$ cat src/hw/system_clock_config_cfg.svh
`ifndef SYSTEM_CLOCK_CONFIG_CFG_SVH
`define SYSTEM_CLOCK_CONFIG_CFG_SVH

// System clock rate and derived timing
`define CLK_PERIOD_NS     25
`define OSC_STOP_NS       2000
`define OSC_STOP_CYCLES   ((`OSC_STOP_NS + `CLK_PERIOD_NS - 1) / `CLK_PERIOD_NS)
`define OSC_STOP_W        8

// Divider ranges, in whole steps
`define SYSDIV_MAX        64
`define SYSDIV_SMALL_MAX  16
`define DSDIV_MAX         64

// Crystal list
`define XTAL_COUNT        27
`define XTAL_KHZ_W        15
`define XTAL_PLL_MIN_KHZ  5000

// Synchronised pin positions
`define PIN_MAIN          0
`define PIN_INT           1
`define PIN_30K           2
`define PIN_EXT32         3
`define PIN_PLL           4
`define PIN_LOCK          5
`define PIN_COUNT         6

// Sticky flag positions
`define FLAG_PLL_LOCK     0
`define FLAG_PLL_FAIL     1
`define FLAG_MAIN_STOP    2
`define FLAG_INT_STOP     3
`define FLAG_COUNT        4

// Reset values and master clock divider width
`define RESET_DIV_HALVES  8'h02
`define MCLK_DIV_W        8

`endif

$ cat src/hw/system_clock_config_pkg.sv
package system_clock_config_pkg;

    // Run-mode oscillator choice
    typedef enum logic [2:0] {
        source_main_oscillator,
        source_internal_oscillator,
        source_internal_div4,
        source_internal_30k,
        source_external_32k
    } osc_source_t;

    // Deep-sleep oscillator choice
    typedef enum logic [1:0] {
        ds_main,
        ds_internal,
        ds_30k,
        ds_ext32
    } ds_source_t;

    // Source actually feeding the system divider
    typedef enum logic [2:0] {
        cs_main,
        cs_int,
        cs_int4,
        cs_30k,
        cs_ext32,
        cs_pll
    } clk_src_t;

endpackage

$ cat src/hw/system_clock_config_unit.sv
`timescale 1ns/100ps
`default_nettype none
`include "system_clock_config_cfg.svh"
// Summary of operation
// - System clock is the selected source divided by an integer from 1 to 64.
// - Small variant rejects run-mode settings above divide-by-16; a half step still gives 16.5, and the deep-sleep divider is not capped.
// - Newer variants also accept half-step divider settings.
// - One select bit picks PLL output or the oscillator directly.
// - Crystal setting picks one of a fixed list from 1 to 25 MHz.
// - Five oscillator sources: main, internal, internal/4, 30 kHz, external 32 kHz.
// - External 32 kHz only with hibernation block present and enabled.
// - Separate disables stop the internal and the main oscillator.
// - A disable aimed at the oscillator clocking the system is ignored.
// - With PLL selected, lock raises a flag that software polls.
// - Separate deep-sleep divider 1 to 64 and deep-sleep source.
// - Deep-sleep option stops the precision oscillator unless still needed.
// - Deep sleep with gating keeps clocks only for deep-sleep-enabled peripherals.
// - Each GPIO port goes over AHB or APB by its own select bit.
// - I2S master clock comes from a programmable divider; zero turns it off.
// - Flags also rise on PLL failure and main or internal oscillator stop.
module system_clock_config_unit
    import system_clock_config_pkg::*;
#(
    parameter int SMALL_VARIANT = 0,                         // Run-mode divider capped at 16, plus any half step
    parameter int HALF_STEPS    = 1,                         // Half-step dividers present
    parameter int HAS_HIBERNATE = 1,                         // Hibernation block present
    parameter int PLL_MIN_KHZ   = `XTAL_PLL_MIN_KHZ,         // Lowest crystal for PLL
    parameter int NPERIPH       = 8,                         // Gated peripherals
    parameter int NGPIO         = 7                          // Selectable GPIO ports
) (
    input  wire logic                                clk,                       // 40 MHz clock
    input  wire logic                                resetn,                    // Async reset, low
    input  wire logic                                clk_en,                    // Freezes all state
    input  wire logic                                osc_main_in,               // Main oscillator pin
    input  wire logic                                osc_int_in,                // Internal oscillator
    input  wire logic                                osc_30k_in,                // 30 kHz oscillator
    input  wire logic                                osc_ext32_in,              // External 32 kHz
    input  wire logic                                pll_out_in,                // PLL output
    input  wire logic                                pll_lock_in,               // PLL lock level
    input  wire logic [5:0]                          system_divider_setting,    // Divisor minus one
    input  wire logic                                system_divider_half,       // Adds one half
    input  wire logic                                clock_bypass_pll,          // High: oscillator direct
    input  wire logic [4:0]                          crystal_frequency_setting, // Crystal list index
    input  wire system_clock_config_pkg::osc_source_t source_select,            // Run-mode source
    input  wire logic                                hibernate_enabled,         // Hibernation block on
    input  wire logic                                internal_osc_disable,      // Stop internal osc
    input  wire logic                                main_osc_disable,          // Stop main osc
    input  wire logic                                deep_sleep,                // Deep sleep active
    input  wire logic [5:0]                          deep_sleep_divider,        // Divisor minus one
    input  wire system_clock_config_pkg::ds_source_t deep_sleep_source,         // Deep-sleep source
    input  wire logic                                deep_sleep_precise_osc_off,// Power down in sleep
    input  wire logic                                clock_gating_enable,       // Auto gating on
    input  wire logic [NPERIPH-1:0]                  periph_deep_sleep_enable,  // Keep clock in sleep
    input  wire logic [NGPIO-1:0]                    gpio_ahb_select,           // High: AHB path
    input  wire logic [`MCLK_DIV_W-1:0]              mclk_divider,              // Zero turns off
    input  wire logic [`FLAG_COUNT-1:0]              flag_clear,                // Clear pulses
    output logic                                     sys_clk_out,               // Divided system clock
    output logic [7:0]                               active_divisor_halves,     // Divisor times two
    output logic                                     setting_rejected,          // Request not usable
    output logic [`XTAL_KHZ_W-1:0]                   crystal_khz,               // Declared crystal
    output logic                                     xtal_below_pll_min,        // Crystal too slow
    output logic                                     main_osc_run,              // Main osc powered
    output logic                                     int_osc_run,               // Internal osc powered
    output logic [NPERIPH-1:0]                       periph_clk_enable,         // Peripheral clocks
    output logic [NGPIO-1:0]                         gpio_on_ahb,               // Port bus path
    output logic                                     mclk_out,                  // I2S master clock
    output logic [`FLAG_COUNT-1:0]                   flags                      // Sticky events
);
    import system_clock_config_pkg::*;

    initial begin
        if (SMALL_VARIANT < 0 || SMALL_VARIANT > 1 || HALF_STEPS < 0 || HALF_STEPS > 1)
            $error("variant switches must be 0 or 1");
        if (NPERIPH < 1 || NGPIO < 1 || PLL_MIN_KHZ < 1 || PLL_MIN_KHZ > 25000)
            $error("unsupported size parameter");
        if (`OSC_STOP_CYCLES >= (1 << `OSC_STOP_W))
            $error("stop timeout does not fit its counter");
    end

    // Crystal list in kHz, figures as printed
    function automatic logic [`XTAL_KHZ_W-1:0] xtal_khz(input logic [4:0] idx);
        case (idx)
            5'h00: xtal_khz = 15'h03e8;   5'h01: xtal_khz = 15'h0730;   5'h02: xtal_khz = 15'h07d0;
            5'h03: xtal_khz = 15'h0992;   5'h04: xtal_khz = 15'h0df2;   5'h05: xtal_khz = 15'h0e60;
            5'h06: xtal_khz = 15'h0fa0;   5'h07: xtal_khz = 15'h0ffa;   5'h08: xtal_khz = 15'h132e;
            5'h09: xtal_khz = 15'h1388;   5'h0a: xtal_khz = 15'h1400;   5'h0b: xtal_khz = 15'h1770;
            5'h0c: xtal_khz = 15'h17fc;   5'h0d: xtal_khz = 15'h1cca;   5'h0e: xtal_khz = 15'h1f40;
            5'h0f: xtal_khz = 15'h1ffe;   5'h10: xtal_khz = 15'h2710;   5'h11: xtal_khz = 15'h2ee0;
            5'h12: xtal_khz = 15'h2fa8;   5'h13: xtal_khz = 15'h34bc;   5'h14: xtal_khz = 15'h37dc;
            5'h15: xtal_khz = 15'h3e80;   5'h16: xtal_khz = 15'h3fac;   5'h17: xtal_khz = 15'h4650;
            5'h18: xtal_khz = 15'h4e20;   5'h19: xtal_khz = 15'h5dc0;   5'h1a: xtal_khz = 15'h61a8;
            default: xtal_khz = 15'h0000;
        endcase
    endfunction

    // Which oscillators a divider source depends on
    function automatic logic uses_main(input clk_src_t s);
        uses_main = (s == cs_main) || (s == cs_pll);
    endfunction
    function automatic logic uses_int(input clk_src_t s);
        uses_int = (s == cs_int) || (s == cs_int4);
    endfunction

    // Pin synchronisers: a change counts once stages two and three agree
    logic [`PIN_COUNT-1:0] s1_reg, s2_reg, s3_reg, st_reg, st_next, edge_ev;
    always_comb begin
        for (int i = 0; i < `PIN_COUNT; i++) begin
            edge_ev[i] = (s2_reg[i] == s3_reg[i]) && (s3_reg[i] != st_reg[i]);
            st_next[i] = edge_ev[i] ? s3_reg[i] : st_reg[i];
        end
    end
    always_ff @(posedge clk or negedge resetn) begin
        if (!resetn) begin
            s1_reg <= '0;
            s2_reg <= '0;
            s3_reg <= '0;
            st_reg <= '0;
        end else if (clk_en) begin
            s1_reg <= {pll_lock_in, pll_out_in, osc_ext32_in, osc_30k_in, osc_int_in, osc_main_in};
            s2_reg <= s1_reg;
            s3_reg <= s2_reg;
            st_reg <= st_next;
        end
    end

    // System divider; every edge of a source is one half-period of it
    clk_src_t   app_src_reg, app_src_next, req_src;
    logic [7:0] app_n_reg, app_n_next, cnt_reg, cnt_next, req_n;  // 8 bits: divide-by-64 is 128 halves
    logic [1:0] q4_reg, q4_next;
    logic       out_reg, out_next, rej_reg, rej_next, ev, req_bad;
    logic [7:0] high_len;
    always_comb begin
        q4_next = edge_ev[`PIN_INT] ? q4_reg + 2'h1 : q4_reg;
        if (deep_sleep) begin
            case (deep_sleep_source)
                ds_main:     req_src = cs_main;
                ds_internal: req_src = cs_int;
                ds_30k:      req_src = cs_30k;
                default:     req_src = cs_ext32;
            endcase
            req_n   = 8'({deep_sleep_divider, 1'b0}) + 8'h02;
            req_bad = 1'b0;
        end else begin
            if (!clock_bypass_pll) req_src = cs_pll;
            else begin
                case (source_select)
                    source_main_oscillator:     req_src = cs_main;
                    source_internal_oscillator: req_src = cs_int;
                    source_internal_div4:       req_src = cs_int4;
                    source_internal_30k:        req_src = cs_30k;
                    default:                    req_src = cs_ext32;
                endcase
            end
            req_n   = 8'({system_divider_setting, 1'b0}) + 8'h02 + 8'(system_divider_half);
            req_bad = (SMALL_VARIANT == 1 && system_divider_setting >= 6'(`SYSDIV_SMALL_MAX))
                   || (system_divider_half && (HALF_STEPS == 0
                       || system_divider_setting == 6'(`SYSDIV_MAX - 1)));
        end
        if (req_src == cs_ext32 && (HAS_HIBERNATE == 0 || !hibernate_enabled))
            req_bad = 1'b1;
        case (app_src_reg)
            cs_main:  ev = edge_ev[`PIN_MAIN];
            cs_int:   ev = edge_ev[`PIN_INT];
            cs_int4:  ev = edge_ev[`PIN_INT] && (q4_reg == 2'h3);
            cs_30k:   ev = edge_ev[`PIN_30K];
            cs_ext32: ev = edge_ev[`PIN_EXT32];
            cs_pll:   ev = edge_ev[`PIN_PLL];
            default:  ev = 1'b0;
        endcase
        app_src_next = app_src_reg;
        app_n_next   = app_n_reg;
        cnt_next     = cnt_reg;
        rej_next     = req_bad;
        // New settings take effect only at a period boundary, so no pulse is cut short
        if (ev) begin
            if (cnt_reg >= app_n_reg - 8'h01) begin
                cnt_next = 8'h00;
                if (!req_bad) begin
                    app_src_next = req_src;
                    app_n_next   = req_n;
                end
            end else cnt_next = cnt_reg + 8'h01;
        end
        high_len = (app_n_next >> 1) + {7'h00, app_n_next[0]};
        // Output moves only on a source edge, so reset leaves no stray pulse
        out_next = ev ? (cnt_next < high_len) : out_reg;
    end
    always_ff @(posedge clk or negedge resetn) begin
        if (!resetn) begin
            app_src_reg <= cs_int;
            app_n_reg   <= `RESET_DIV_HALVES;
            cnt_reg     <= 8'h00;
            q4_reg      <= 2'h0;
            out_reg     <= 1'b0;
            rej_reg     <= 1'b0;
        end else if (clk_en) begin
            app_src_reg <= app_src_next;
            app_n_reg   <= app_n_next;
            cnt_reg     <= cnt_next;
            q4_reg      <= q4_next;
            out_reg     <= out_next;
            rej_reg     <= rej_next;
        end
    end
    assign sys_clk_out           = out_reg;
    assign active_divisor_halves = app_n_reg;
    assign setting_rejected      = rej_reg;

    // Oscillator power, crystal, gating, bus paths
    logic                   mrun_reg, mrun_next, irun_reg, irun_next, low_reg, low_next;
    logic [`XTAL_KHZ_W-1:0] khz_reg, khz_next;
    logic [NPERIPH-1:0]     pce_reg, pce_next;
    logic [NGPIO-1:0]       ahb_reg, ahb_next;
    always_comb begin
        mrun_next = !main_osc_disable || uses_main(app_src_reg);
        irun_next = !(internal_osc_disable || (deep_sleep && deep_sleep_precise_osc_off))
                 || uses_int(app_src_reg) || uses_int(req_src);
        khz_next  = xtal_khz(crystal_frequency_setting);
        // Flag only; a slow crystal under the PLL is left to software
        low_next  = !clock_bypass_pll && (khz_next < `XTAL_KHZ_W'(PLL_MIN_KHZ));
        for (int i = 0; i < NPERIPH; i++)
            pce_next[i] = !deep_sleep || !clock_gating_enable || periph_deep_sleep_enable[i];
        ahb_next  = gpio_ahb_select;
    end
    always_ff @(posedge clk or negedge resetn) begin
        if (!resetn) begin
            mrun_reg <= 1'b1;
            irun_reg <= 1'b1;
            low_reg  <= 1'b0;
            khz_reg  <= '0;
            pce_reg  <= '1;
            ahb_reg  <= '0;
        end else if (clk_en) begin
            mrun_reg <= mrun_next;
            irun_reg <= irun_next;
            low_reg  <= low_next;
            khz_reg  <= khz_next;
            pce_reg  <= pce_next;
            ahb_reg  <= ahb_next;
        end
    end
    assign main_osc_run       = mrun_reg;
    assign int_osc_run        = irun_reg;
    assign crystal_khz        = khz_reg;
    assign xtal_below_pll_min = low_reg;
    assign periph_clk_enable  = pce_reg;
    assign gpio_on_ahb        = ahb_reg;

    // Sticky events; a set in the clearing cycle wins
    logic [`FLAG_COUNT-1:0] flg_reg, flg_next, flg_set;
    logic [`OSC_STOP_W-1:0] idle_reg [2], idle_next [2];
    always_comb begin
        for (int k = 0; k < 2; k++) begin
            idle_next[k] = idle_reg[k];
            if (edge_ev[k] || !(k == 0 ? mrun_reg : irun_reg)) idle_next[k] = '0;
            else if (idle_reg[k] != `OSC_STOP_W'(`OSC_STOP_CYCLES)) idle_next[k] = idle_reg[k] + 1'b1;
        end
        flg_set[`FLAG_PLL_LOCK]  = app_src_reg == cs_pll && edge_ev[`PIN_LOCK] && s3_reg[`PIN_LOCK];
        flg_set[`FLAG_PLL_FAIL]  = app_src_reg == cs_pll && edge_ev[`PIN_LOCK] && !s3_reg[`PIN_LOCK];
        flg_set[`FLAG_MAIN_STOP] = idle_next[0] == `OSC_STOP_W'(`OSC_STOP_CYCLES)
                                && idle_reg[0] != `OSC_STOP_W'(`OSC_STOP_CYCLES);
        flg_set[`FLAG_INT_STOP]  = idle_next[1] == `OSC_STOP_W'(`OSC_STOP_CYCLES)
                                && idle_reg[1] != `OSC_STOP_W'(`OSC_STOP_CYCLES);
        flg_next = (flg_reg & ~flag_clear) | flg_set;
    end
    always_ff @(posedge clk or negedge resetn) begin
        if (!resetn) begin
            flg_reg     <= '0;
            idle_reg[0] <= '0;
            idle_reg[1] <= '0;
        end else if (clk_en) begin
            flg_reg     <= flg_next;
            idle_reg[0] <= idle_next[0];
            idle_reg[1] <= idle_next[1];
        end
    end
    assign flags = flg_reg;

    // I2S master clock: toggles every mclk_divider cycles
    logic [`MCLK_DIV_W-1:0] mcnt_reg, mcnt_next;
    logic                   mclk_reg, mclk_next;
    always_comb begin
        mcnt_next = mcnt_reg + 1'b1;
        mclk_next = mclk_reg;
        if (mclk_divider == '0) begin
            mcnt_next = '0;
            mclk_next = 1'b0;
        end else if (mcnt_reg >= mclk_divider - 1'b1) begin
            mcnt_next = '0;
            mclk_next = !mclk_reg;
        end
    end
    always_ff @(posedge clk or negedge resetn) begin
        if (!resetn) begin
            mcnt_reg <= '0;
            mclk_reg <= 1'b0;
        end else if (clk_en) begin
            mcnt_reg <= mcnt_next;
            mclk_reg <= mclk_next;
        end
    end
    assign mclk_out = mclk_reg;
endmodule
`default_nettype wire

$ cat config.mk
export PLATFORM = sky130hd
export DESIGN_NAME = system_clock_config_unit
export DESIGN_NICKNAME = d
export VERILOG_FILES = /design/src/hw/system_clock_config_pkg.sv /design/src/hw/system_clock_config_unit.sv
export VERILOG_INCLUDE_DIRS = /design/src /design/src/hw
export SDC_FILE = /design/constraint.sdc
export NUM_CORES = 1
export LEC_CHECK = 0
export BUFFER_PORTS_ARGS = -buffer_cell sky130_fd_sc_hd__buf_2
export CAP_MARGIN = 20
export CORE_MARGIN = 3
export CORE_UTILIZATION = 40
export CTS_BUF_LIST = sky130_fd_sc_hd__clkbuf_16
export DETAILED_ROUTE_END_ITERATION = 8
export PLACE_DENSITY = 0.7
export SKIP_CTS_REPAIR_TIMING = 1
export SLEW_MARGIN = 20
export SYNTH_ARGS = -nofsm -noshare
export SYNTH_HDL_FRONTEND = slang
export SYNTH_SLANG_ARGS = --single-unit
$ cat constraint.sdc
create_clock -name clk -period 4.3 [get_ports clk]
set_input_delay 0.86 -clock clk [delete_from_list [all_inputs] [get_ports clk]]
set_output_delay 0.86 -clock clk [all_outputs]
set_load 0.02 [all_outputs]
-- Word level (Yosys, flattened, before mapping)
Memory sizes are Yosys's and may differ from the RTL's.
Cells that the tools add are included.
- equal/unequal tests: 31
- mux-type cells: 21
- $lt $le $gt $ge: 4
- bitwise operators: 4
- add/subtract/negate cells: 11
- reductions and logical operators: 58
- operators with widths (cell ; number):
    $mux W8 ; 12
    $add A8 B1 Y8 const B ; 4
    $logic_or A1 B1 Y1 ; 18
    $add A7 B2 Y8 const B ; 2
    $eq A8 B7 Y1 const B ; 2
    $ge A8 B8 Y1 ; 2
    $logic_and A1 B1 Y1 ; 16
    $ne A8 B7 Y1 const B ; 2
    $reduce_and A2 Y1 ; 8
    $sub A8 B1 Y8 const B ; 2
    $eq A3 B2 Y1 const B ; 5
    $lt A15 B13 Y1 const B ; 1
    $pmux W3 S4 ; 1
    $logic_not A1 Y1 ; 10
    $eq A3 B1 Y1 const B ; 3
    $eq A3 B3 Y1 const B ; 3
    $pmux W3 S3 ; 1
    $add A7 B1 Y8 ; 1
    $add A8 B1 Y8 ; 1
    $logic_not A8 Y1 ; 1
    $lt A8 B8 Y1 ; 1
    $eq A1 B1 Y1 ; 6
    $eq A6 B6 Y1 const B ; 1
    $logic_not A3 Y1 ; 2
    other kinds (14) ; 24
- memories: 1
- output and inout port bits: 48
- memory bits (read-only): 448
- word-level logic and storage cells: 156
- register bits: 109
- input port bits: 66
- memories (memory ; words ; bits a word ; read ports ; clocked after Yosys merged registers in ; write ports ; line ; RTL):
    (name not given) ; 32 ; 14 ; 1 ; 0 ; 0 ; system_clock_config_unit.sv:82 ; case (idx)

-- Depth between registers and ports, before layout
Gate-level depths: netlist (run 1).
- depth after elaboration: 12
- mapped depth: 27
- mapped depth without buffers: 25

-- Worst setup path after synthesis (run 1)
OpenSTA, ideal clock, no wires.
- path kind: register -> register
- from: register app_n_reg[1], in the netlist active_divisor_halves[1]
- to: register out_reg, in the netlist sys_clk_out
- cell stages (with the launch flop): 27
- setup slack: -0.185 ns
- period minus slack after synthesis: 4.485 ns
- library setup time: 0.083 ns
- buffers on the path: 2
- data arrival time: 4.402 ns
- required time: 4.217 ns
- cell sequence: dfstp_2 -> inv_1 -> ha_1 -> nand2_1 -> nor3_1 -> xnor2_1 -> ha_1 -> nand4_1 -> o31ai_1 -> and2_4 -> and2_1 -> buf_6 -> buf_2 -> nand2_1 -> o21ai_0 -> ha_1 -> and3_1 -> nand3_1 -> xor2_1 -> nor2_1 -> a21oi_1 -> ha_1 -> a21o_1 -> a21o_1 -> a21oi_1 -> o21ai_0 -> o21ai_0
- longest elaborated chain between the ends: 6
- elaborated cells on any way between the ends: 9
- those cells by class: 2 x add/sub; 2 x order compare; 5 x mux
- RTL lines (what ; line ; RTL):
    from (decl) ; system_clock_config_unit.sv:128 ; logic [7:0] app_n_reg, app_n_next, cnt_reg, cnt_next, req_n;
    from (signal assigned) ; system_clock_config_unit.sv:191 ; app_n_reg <= `RESET_DIV_HALVES;
    from (signal assigned) ; system_clock_config_unit.sv:198 ; app_n_reg <= app_n_next;
    $sub A8 B1 Y8 ; system_clock_config_unit.sv:176 ; if (cnt_reg >= app_n_reg - 8'h01) begin
    $ge A8 B8 Y1 ; system_clock_config_unit.sv:176 ;
    $mux W8 ; system_clock_config_unit.sv:176 ;
    $mux W8 ; system_clock_config_unit.sv:175 ; if (ev) begin
    named net app_n_next[0] ; system_clock_config_unit.sv:128 ;
    $add A7 B1 Y8 ; system_clock_config_unit.sv:184 ; high_len = (app_n_next >> 1) + {7'h00, app_n_next[0]};
    $lt A8 B8 Y1 ; system_clock_config_unit.sv:186 ; out_next = ev ? (cnt_next < high_len) : out_reg;
    to (signal assigned) ; system_clock_config_unit.sv:201 ; out_reg <= out_next;
    to (decl) ; system_clock_config_unit.sv:130 ; logic out_reg, out_next, rej_reg, rej_next, ev, req_bad;
The timed path passes the listed nets, and every way through them passes these cells.
A chain may end at the register's enable or synchronous reset.

-- Worst setup path after layout (run 1)
- from: register app_n_reg[2], in the netlist active_divisor_halves[2]
- to: register out_reg, in the netlist sys_clk_out
Same word-level chain as after synthesis.

==> out/results.ini, run 1 <==
[floorplan]
die_x_um = 139
rows = 47
die_y_um = 139
core_um2 = 16900
initial_core_util_pct = 41.7
dieArea_um2 = 19300
io_pins = 114

[worst_setup_path]
reg2reg_slack_ns = 0.16
crit_chain = nor2_4 -> nand3_4 -> nor4_4 -> xnor2_1 -> ha_1 -> a41o_1 -> a21oi_2 -> o31ai_4 -> and2_4 -> and2_4 -> o21ai_2 -> ha_2 -> and3_4 -> nand3_2 -> xor2_1 -> nor2_1 -> a21oi_1 -> ha_1 -> a21o_1 -> a21o_1 -> a21oi_2 -> o21ai_1 -> o21ai_1
cp.required_ns = 4.57
reg2reg_from = active_divisor_halves[2]
r2r_end = sys_clk_out
startpoint_type = register
reg2reg_depth = 23
path_class = register to register
cp_slowest_cell = dfrtp_2
crit_start = active_divisor_halves[2]
crit_arrival_ns = 4.41
path_max_fanout = 7
worst_path_largest_cell_delay_ns = 0.42
critPathCaptureType = register
critical_path.endpoint = sys_clk_out

[logic_synthesis]
synth-seq-area-share_pct = 38.5
synth_top_flop_cell = dfrtp_1
syn_inst = 789
netlist.area_leader.share_pct = 34.0
synth_fp_nets = 898
synth_cell_types = 58
yosys.area.top_type = dfrtp_1
synth_edf_count = 0
syn_area_um2 = 7060
synthTopCellsByArea = dfrtp_1, ha_1, mux2_2, dfstp_2, o21ai_0
synthArstFlopShare_pct = 100
synth_seq_cells = 108
synth.avg_cell_area_um2 = 8.95
yosys_warnings = 0

[global_routing]
gr-usage-all-layers_pct = 16.5
grt_max_degree = 73
grt_overflow = 0
antenna_found_initial = 0
grt_pass1_wl_um = 27100
first_global_vias = 5578

[cts]
htree_levels = 3
cts_num_sinks = 108
cts.reportedPaths.clkPinSlew_ns = 0.07
clk-insertion-delay-late_ns = 0.35
tritoncts = built
cts_root_buffer = clkbuf_16
clock_path_buffers = 2
cts_inserted_buffers = 9

[drt]
wl_um = 16000
ant_nets = 0
dr.pass1.iters = 5
drt_iter0_drc = 276
routedWlPerCell_um = 14.3
vias_per_cell = 5.27
drcViolationCount = 0
vias = 5918

[worst_hold_path]
hold_path_class = register to register

[timing]
max_freq_mhz = 241
skew_ns = 0.0123
timing_hold_violations_final = 0
rsz0062_at_grt = yes
finalCritPeriodShare_pct = 96.3
maxSlewHeadroom_pct = 37.2
setup_ws_ns = 0.158
finalMaxSlewViolations = 0
fin_crit_ns = 4.14
worstMarginPinSlew_ns = 0.942
setup_viol = 0

[placement]
dpl.hpwl_um = 11800
placed_area_um2 = 7910
io_buffers = 112
pre_cts_ws_ns = -0.0239
place_congestion = 0.883

[pwr]
peakVddDrop_v = 0.000194
leakagePower_nw = 3.87
p_per_area_nw_per_um2 = 367

[job]
max_cap_viol_count = 0

[final_layout]
drive_gt1_share_pct = 24.9
fillers = 1608
design_area_um2 = 8290
largest_reg_flops = 16
nNetsFinal = 1007
layout-area-overhead-vs-synth_pct = 17.3
antenna_cells = 0

[outcome]
status = finished, final reports clean

final cells by class:
class                      count  area, um2  area share, %
timing repair buffer         134        731           8.82
tap                          220        275           3.32
multi-input combinational    611       4140           50.0
sequential                   108       2720           32.8
inverter                      34        128           1.54
clock inverter                 7       67.6          0.815
clock buffer                   9        225           2.72
metrics by stage:
stage	util [%]	hold slack, ns	setup TNS (ns)	power, W	std cells
final	48.9	0.466	0	0.00305	1123
after global routing	48.9	0.501	-0.126	0.00328	1123
after global placement	46.7	0.456	0	0.00220	1102
after floorplan	-	0.452	0	0.00196	789
after CTS	48.4	0.470	-0.0441	0.00308	1118
after detailed placement	46.7	0.460	-0.0239	0.00223	1102
synthesized netlist by cell type, types with 6 or more instances:
master	n
inv_1	34
a31oi_1	7
nor2b_1	13
clkbuf_1	21
ha_1	43
mux2i_1	14
dfrtp_1	96
mux2_2	42
a21o_1	9
nand3_1	32
a21oi_1	54
a211oi_1	6
o31ai_1	8
nand2_1	73
xnor2_1	22
nor3_1	7
xor2_1	23
and3_1	14
nand4_1	8
nand2b_1	30
o22ai_1	7
o21ai_0	63
dfstp_2	12
o211ai_1	6
nor2_1	75
buf_2	6
layer usage:
layer  vias to the layer above  share of wire, %  track usage [%]
met1                      2786                48             23.1
met2                       128                47             26.6
met4                         0              0.74             3.45
met5                         -                 0                0
met3                         8               4.9             3.55
li1                       2996                 -                -
cell families after synthesis:
group	synth area share, %
multiplexers	8.68
adder cells (fa/ha/maj)	7.76
buffers and inverters	4.20
AND/OR/NAND/NOR	19.4
AO/OA/AOI/OAI	15.8
XOR/XNOR	5.58
other	0.0531
flip-flops	38.5
worst min path at each step:
stage / start / slack [ns] / to / depth (start not counted)
after floorplan: q4_reg[0] / 0.45 / q4_reg[0] / 1
after global placement: mclk_out / 0.46 / mclk_out / 1
after detailed placement: mclk_out / 0.46 / mclk_out / 1
after CTS: mclk_out / 0.47 / mclk_out / 1
after global routing: mclk_out / 0.50 / mclk_out / 1
final: mclk_out / 0.47 / mclk_out / 1
worst max-delay path, delay by kind of cell (launching register included):
kind	cells	cell delay (ns)
AO/OA/AOI/OAI	10	1.30
adder cells (fa/ha/maj)	3	0.85
XOR/XNOR	2	0.29
flip-flops	1	0.42
AND/OR/NAND/NOR	8	1.22
report_power, final:
group,total (W),internal (W),switching (W)
clock network,0.000834,0.000450,0.000383
registers,0.00135,0.00118,0.000171
logic,0.000863,0.000385,0.000479
total,0.00305,0.00201,0.00103
cells in the final DEF, fill, tap and decap left out, types with 6 or more instances in the layout:
cell       count
ha_1          40
xnor2_1       22
buf_4         24
nor2b_1       13
a21oi_1       52
a21o_1         9
clkbuf_16      9
o31ai_1        7
mux2i_1       14
dfstp_2       12
a211oi_1       6
nand2b_1      30
nor2_1        74
mux2_2        42
inv_1         34
o211ai_1       6
buf_2        110
o22ai_1        7
xor2_1        23
nand2_1       72
and3_1        13
nor3_1         6
o21ai_0       60
a31oi_1        7
nand3_1       30
dfrtp_1       94
nand4_1        8
No activity file was read; power rests on OpenSTA's default activity.
==> run 2: changes to the inputs <==
Settings changed: CAP_MARGIN 20 to default, CORE_UTILIZATION 40 to 52, MAX_ROUTING_LAYER from default to met4, PLACE_DENSITY 0.7 to 0.85.
==> run 2 against run 1 <==
  * Die area down 22%
  * Flip-flop and latch count is the same
  * Total power decreased by 1.5%
  * Cell area down 0.24%
  * Combinational power hardly changed
  * Register-to-register slack got worse by 0.11 ns
  * Via count increased by 3.9%
  * Sequential share of layout area increased by 0.079 points
  * Largest cell class unchanged
  * Largest power group unchanged
==> out/results.ini, run 2 (synthesis results as in run 1) <==
[drt]
drt_iter0_drc = 413  ; +50%
routedWlPerCell_um = 15.3  ; +7.1%
dr.pass1.iters = 4  ; -1
wl_um = 16400  ; +2.4%
drcViolationCount = 0  ; unchanged
vias_per_cell = 5.73  ; +8.6%
ant_nets = 0  ; unchanged
vias = 6149  ; +3.9%

[final_layout]
regArea_um2 = 2720  ; unchanged
antenna_cells = 0  ; unchanged
nNetsFinal = 1006  ; -0.099%
layout-area-overhead-vs-synth_pct = 17.0
layout_commonest_cell = buf_2
drive_gt1_share_pct = 25.6  ; +0.69 points
final_cell_mix = buf_2, dfrtp_1, nor2_1, nand2_1, o21ai_0
multi_input_area_um2 = 4200  ; +1.5%
fin_cells = 1074  ; -4.4%
largest_reg_flops = 16  ; unchanged
fillers = 1110  ; -31%
design_area_um2 = 8270  ; -0.24%

[floorplan]
die_x_um = 123  ; -12%
io_pins = 114  ; unchanged
rows = 41  ; -13%
core_um2 = 12900  ; -24%
initial_core_util_pct = 54.6  ; +13 points
die_y_um = 123  ; -12%
dieArea_um2 = 15000  ; -22%

[worst_setup_path]
crit_buf_inv = 0  ; unchanged
startpoint_type = register
path_max_fanout = 6  ; -1
reg2reg_from = active_divisor_halves[2]
cp_slowest_cell = dfrtp_2
critPathCaptureType = register
critical-path-top-delay-family = compound AO/OA/AOI/OAI gates
reg2reg_depth = 23  ; unchanged
path_class = register to register
crit_start = active_divisor_halves[2]
cp.required_ns = 4.57  ; about the same
worst_path_largest_cell_delay_ns = 0.43  ; about the same
r2r_end = sys_clk_out
crit_arrival_ns = 4.52  ; +0.11 ns
reg2reg_slack_ns = 0.05  ; -0.11 ns
crit_chain = nor2_4 -> nand3_4 -> nor4_4 -> xnor2_1 -> ha_1 -> a41o_1 -> a21oi_2 -> o31ai_4 -> and2_4 -> and2_4 -> o21ai_4 -> ha_4 -> and3_4 -> nand3_2 -> xor2_1 -> nor2_1 -> a21oi_1 -> ha_1 -> a21o_1 -> a21o_1 -> a21oi_2 -> o21ai_1 -> o21ai_1

[worst_hold_path]
hold_path_startpoint = flags[2]
hold_path_class = register to register
holdPathEnd = flags[2]
hold_path_depth = 2  ; +1

[pwr]
leakagePower_nw = 3.86  ; -0.11%
power.total_w = 0.00300  ; -1.5%
peakVddDrop_v = 0.000184  ; -5.3%
p_per_area_nw_per_um2 = 363  ; -1.3%

[timing]
setup_viol = 0  ; unchanged
worstMarginPinSlew_ns = 0.864  ; -0.0776 ns
skew_ns = 0.00815  ; -0.00414 ns
timing_hold_violations_final = 0  ; unchanged
rsz0062_at_grt = yes
max_freq_mhz = 235  ; -2.5%
maxSlewHeadroom_pct = 42.4  ; +5.2 points
finalMaxSlewViolations = 0  ; unchanged
setup_ws_ns = 0.0525  ; -0.106 ns
finalCritPeriodShare_pct = 98.8  ; +2.5 points
fin_crit_ns = 4.25  ; +0.106 ns

[global_routing]
first_global_vias = 5795  ; +3.9%
grt_overflow = 0  ; unchanged
grt_max_degree = 70  ; -4.1%
gr-usage-all-layers_pct = 22.9  ; +6.4 points
grt_pass1_wl_um = 27200  ; +0.25%
antenna_found_initial = 0  ; unchanged

[cts]
cts_inserted_buffers = 9  ; unchanged
tritoncts = built
clock_path_buffers = 2  ; unchanged
clk-insertion-delay-late_ns = 0.35  ; about the same
cts_num_sinks = 108  ; unchanged
cts.reportedPaths.clkPinSlew_ns = 0.07  ; about the same
cts_root_buffer = clkbuf_16
htree_levels = 3  ; unchanged

[job]
max_cap_viol_count = 0  ; unchanged

[placement]
io_buffers = 112  ; unchanged
placed_area_um2 = 7830  ; -0.95%
pre_cts_ws_ns = -0.0665  ; -0.0426 ns
place_congestion = 0.965  ; +9.3%
place_inst = 1052  ; -4.5%
dpl.hpwl_um = 11900  ; +0.88%

[outcome]
status = finished, final reports clean

-- run 2: cell types whose count changed in the layout (fill, tap and decap cells not counted), moves of 2 or more --
cell / before / now
ha_2: 3 / 0
clkinvlp_4: 0 / 2
o21ai_4: 0 / 2
ha_4: 0 / 3
nand2_2: 1 / 4
nand2_1: 72 / 69
o21ai_2: 2 / 0
-- run 2: report_power, final --
part | switching, W | total [W] | internal [W] | leakage [nW]
sequential | 0.000176 | 0.00135 | 0.00118 | 1.33
combinational | 0.000484 | 0.000866 | 0.000382 | 2.39
clock | 0.000382 | 0.000779 | 0.000397 | 0.135
total | 0.00104 | 0.00300 | 0.00196 | 3.86
-- run 2: how the worst max path moves through the flow --
stage / end / slack, ns / cells after the start
after detailed placement: sys_clk_out / -0.07 / 24
after global placement: sys_clk_out / 0.15 / 24
after floorplan: sys_clk_out / 0.002 / 26
after global routing: sys_clk_out / -0.19 / 23
final: sys_clk_out / 0.05 / 23
after CTS: sys_clk_out / -0.1 / 24
-- run 2: metal layers --
layer	vias up	GRT usage (%)	share of wire (%)
li1	2996	-	-
met1	2939	30.3	45
met2	191	36.9	49
met3	23	3.87	5.3
met4	0	6.09	1.3
met5	-	-	0
-- run 2: per-stage QoR --
stage | utilization (%) | setup TNS (ns) | hold slack, ns
global placement | 60.6 | 0 | 0.459
detailed placement | 60.6 | -0.0665 | 0.458
floorplan | - | 0 | 0.452
CTS | 62.7 | -0.0979 | 0.480
global route | 64.0 | -0.190 | 0.510
finish | 64.0 | 0 | 0.485
-- run 2: worst reg2reg max path: stages, from the launching register on --
cell     delay, ns
dfrtp_2       0.43
nor2_4        0.15
nand3_4       0.10
nor4_4        0.29
xnor2_1       0.12
ha_1          0.34
a41o_1        0.23
a21oi_2       0.16
o31ai_4       0.11
and2_4        0.17
and2_4        0.19
o21ai_4       0.19
ha_4          0.18
and3_4        0.21
nand3_2       0.07
xor2_1        0.14
nor2_1        0.11
a21oi_1       0.05
ha_1          0.31
a21o_1        0.18
a21o_1        0.16
a21oi_2       0.10
o21ai_1       0.07
o21ai_1       0.13
-- run 2: area by class of cell --
| type | instances | area share, % |
|---|---|---|
| clock buffer | 9 | 2.72 |
| clock inverter | 7 | 0.636 |
| inverter | 34 | 1.54 |
| multi-input combinational | 611 | 50.8 |
| sequential | 108 | 32.9 |
| tap | 172 | 2.60 |
| timing repair buffer | 133 | 8.75 |
==> run 3: changes to the inputs <==
Settings changed: CORE_UTILIZATION 52 to 58, PLACE_DENSITY 0.85 to 0.9, SETUP_SLACK_MARGIN from default to 0.4.
Clock period 4.3 ns to 4.2 ns, I/O delays scaled along.
==> run 3 against run 2 <==
  * Flip-flop and latch count unchanged
  * Sequential share of layout area rose by 0.43 points
  * Non-clock buffer count down 3
  * Die area down 9.9%
  * Utilization grew 6.0 points
  * Cell area down 1.3%
  * Largest power group unchanged
  * Critical path depth down 2
  * Register-to-register slack lost 0.03 ns
  * Setup slack worse by 0.034 ns
  * Maximum frequency increased by 1.6%
  * Total power increased by 4.1%
  * Clock power grew 8.6%
==> out/results.ini, run 3 (synthesis results as in run 1) <==
[final_layout]
nNetsFinal = 1003  ; -0.30%
drive_gt1_share_pct = 24.7  ; -0.92 points
layout_commonest_cell = buf_2
final_cell_mix = buf_2, dfrtp_1, nor2_1, nand2_1, o21ai_0
fin_cells = 1042  ; -3.0%
layout-area-overhead-vs-synth_pct = 15.5
antenna_cells = 0  ; unchanged
largest_reg_flops = 16  ; unchanged

[placement]
io_buffers = 112  ; unchanged
place_inst = 1021  ; -2.9%
place_congestion = 0.908  ; -5.9%
dpl.hpwl_um = 11700  ; -1.6%

[timing]
maxSlewHeadroom_pct = 53.7  ; +11 points
skew_ns = 0.00539  ; -0.00275 ns
finalMaxSlewViolations = 0  ; unchanged
rsz0062_at_grt = yes
fin_crit_ns = 4.18  ; -0.0660 ns
max_freq_mhz = 239  ; +1.6%
worstMarginPinSlew_ns = 0.694  ; -0.170 ns
finalCritPeriodShare_pct = 99.6  ; +0.78 points
setup_viol = 0  ; unchanged
timing_hold_violations_final = 0  ; unchanged
setup_tns_ns = 0  ; unchanged

[floorplan]
die_x_um = 116  ; -5.1%
initial_core_util_pct = 60.6  ; +5.9 points
die_y_um = 116  ; -5.1%
io_pins = 114  ; unchanged
rows = 39  ; -4.9%
dieArea_um2 = 13500  ; -9.9%
core_um2 = 11700  ; -9.8%

[cts]
cts_inserted_buffers = 9  ; unchanged
tritoncts = built
cts.reportedPaths.clkPinSlew_ns = 0.07  ; about the same
clk-insertion-delay-late_ns = 0.35  ; about the same
cts_num_sinks = 108  ; unchanged
cts_root_buffer = clkbuf_16
htree_levels = 3  ; unchanged
clock_path_buffers = 2  ; unchanged

[pwr]
peakVddDrop_v = 0.000245  ; +33%
swShare_pct = 34.0  ; -0.71 points
p_per_area_nw_per_um2 = 382  ; +5.4%
seqPwrFrac_pct = 44.3  ; -0.8 points
power.total_w = 0.00312  ; +4.1%
p_clk_share_pct = 27.1  ; +1.1 points
leakagePower_nw = 3.84  ; -0.52%
internal-power_w = 0.00206  ; +5.2%
p_switching_w = 0.00106  ; +1.9%
combPwrFrac_pct = 28.6  ; -0.3 points

[worst_setup_path]
startpoint_type = register
path_class = register to register
cp_slowest_cell = dfrtp_2
worst_path_largest_cell_delay_ns = 0.42  ; about the same
critPathCaptureType = register
path_max_fanout = 6  ; unchanged
crit_arrival_ns = 4.46  ; -0.06 ns
crit_chain = nor2_4 -> nand3_2 -> nor4_4 -> xnor2_1 -> ha_1 -> a41o_1 -> a21oi_2 -> o31ai_4 -> and2_4 -> and2_4 -> buf_4 -> mux2_2 -> ha_2 -> inv_1 -> ha_1 -> nor2b_1 -> o21ai_0 -> nand2b_1 -> a211oi_2 -> o21ai_1 -> o21ai_1
cp.required_ns = 4.48  ; -0.09 ns

[outcome]
status = finished, final reports clean

[drt]
vias = 6010  ; -2.3%
drt_iter0_drc = 574  ; +39%
routedWlPerCell_um = 15.3  ; about the same
dr.pass1.iters = 5  ; +1
wl_um = 15900  ; -3.0%
vias_per_cell = 5.77  ; +0.74%
drcViolationCount = 0  ; unchanged
ant_nets = 0  ; unchanged

[global_routing]
gr-usage-all-layers_pct = 25.1  ; +2.2 points
antenna_found_initial = 0  ; unchanged
grt_overflow = 0  ; unchanged
grt_pass1_wl_um = 26400  ; -2.8%
first_global_vias = 5689  ; -1.8%
grt_max_degree = 57  ; -19%

[worst_hold_path]
hold_path_class = register to register

[job]
max_cap_viol_count = 0  ; unchanged

==> run 3: cell types whose count changed in the layout (fill, tap and decap cells not counted), sizes merged <==
cell    change
buf         -3
bufinv      +1
inv         -1
==> run 3: final timing paths <==
path | slack (ns) | cells past startpoint | end | from
setup reg to reg | 0.02 | 21 | sys_clk_out | active_divisor_halves[2]
min in group asynchronous | 0.53 | 1 | gpio_on_ahb[1] | resetn
max in group asynchronous | 2.78 | 2 | main_osc_run | resetn
hold / removal | 0.47 | 2 | flags[3] | flags[3]
setup / recovery | 0.02 | 21 | sys_clk_out | active_divisor_halves[2]
hold reg to reg | 0.47 | 2 | flags[3] | flags[3]
==> run 3: stage by stage <==
step                setup WS (ns)  instance area [um2]  utilization, %  hold slack (ns)
floorplan                 0.00588                 7140               -            0.452
global placement            0.166                 7800            66.9            0.460
detailed placement         0.0707                 7800            66.9            0.460
CTS                        0.0569                 8090            69.4            0.483
global route               -0.205                 8160            70.0            0.506
finish                     0.0185                 8160            70.0            0.475
==> run 3: area by class of cell <==
class / count / area (um2)
Multi-Input combinational cell: 611 / 4140
Fill cell: 867 / 3500
Sequential cell: 108 / 2720
Timing Repair Buffer: 130 / 701
Clock buffer: 9 / 225
Tap cell: 143 / 179
Inverter: 34 / 128
Clock inverter: 7 / 67.6
==> run 3: critical path, delay by kind of cell, from the launching register on <==
family	cells	cell delay, ns
muxes	1	0.27
DFF	1	0.42
xor gates and xnor gates	1	0.13
buffers and inverters	2	0.18
AOI/OAI and AO/OA	7	1.08
adders and majority gates	3	0.95
and+or+nand+nor	7	1.07
==> run 3: routing by layer <==
metal	up-vias	global-route usage (%)	routed length (um)
met3	22	5.49	964
li1	2979	-	-
met5	-	-	0
met1	2816	32.7	7040
met4	0	6.26	252
met2	193	40.3	7640
==> run 3: power by group through the flow <==
stage	logic (W)	clock network, W	registers (W)
final	0.000891	0.000846	0.00138
after global routing	0.00101	0.000908	0.00141
after CTS	0.000886	0.000869	0.00138
after detailed placement	0.000879	0	0.00140
after global placement	0.000839	0	0.00139
after floorplan	0.000601	0	0.00141
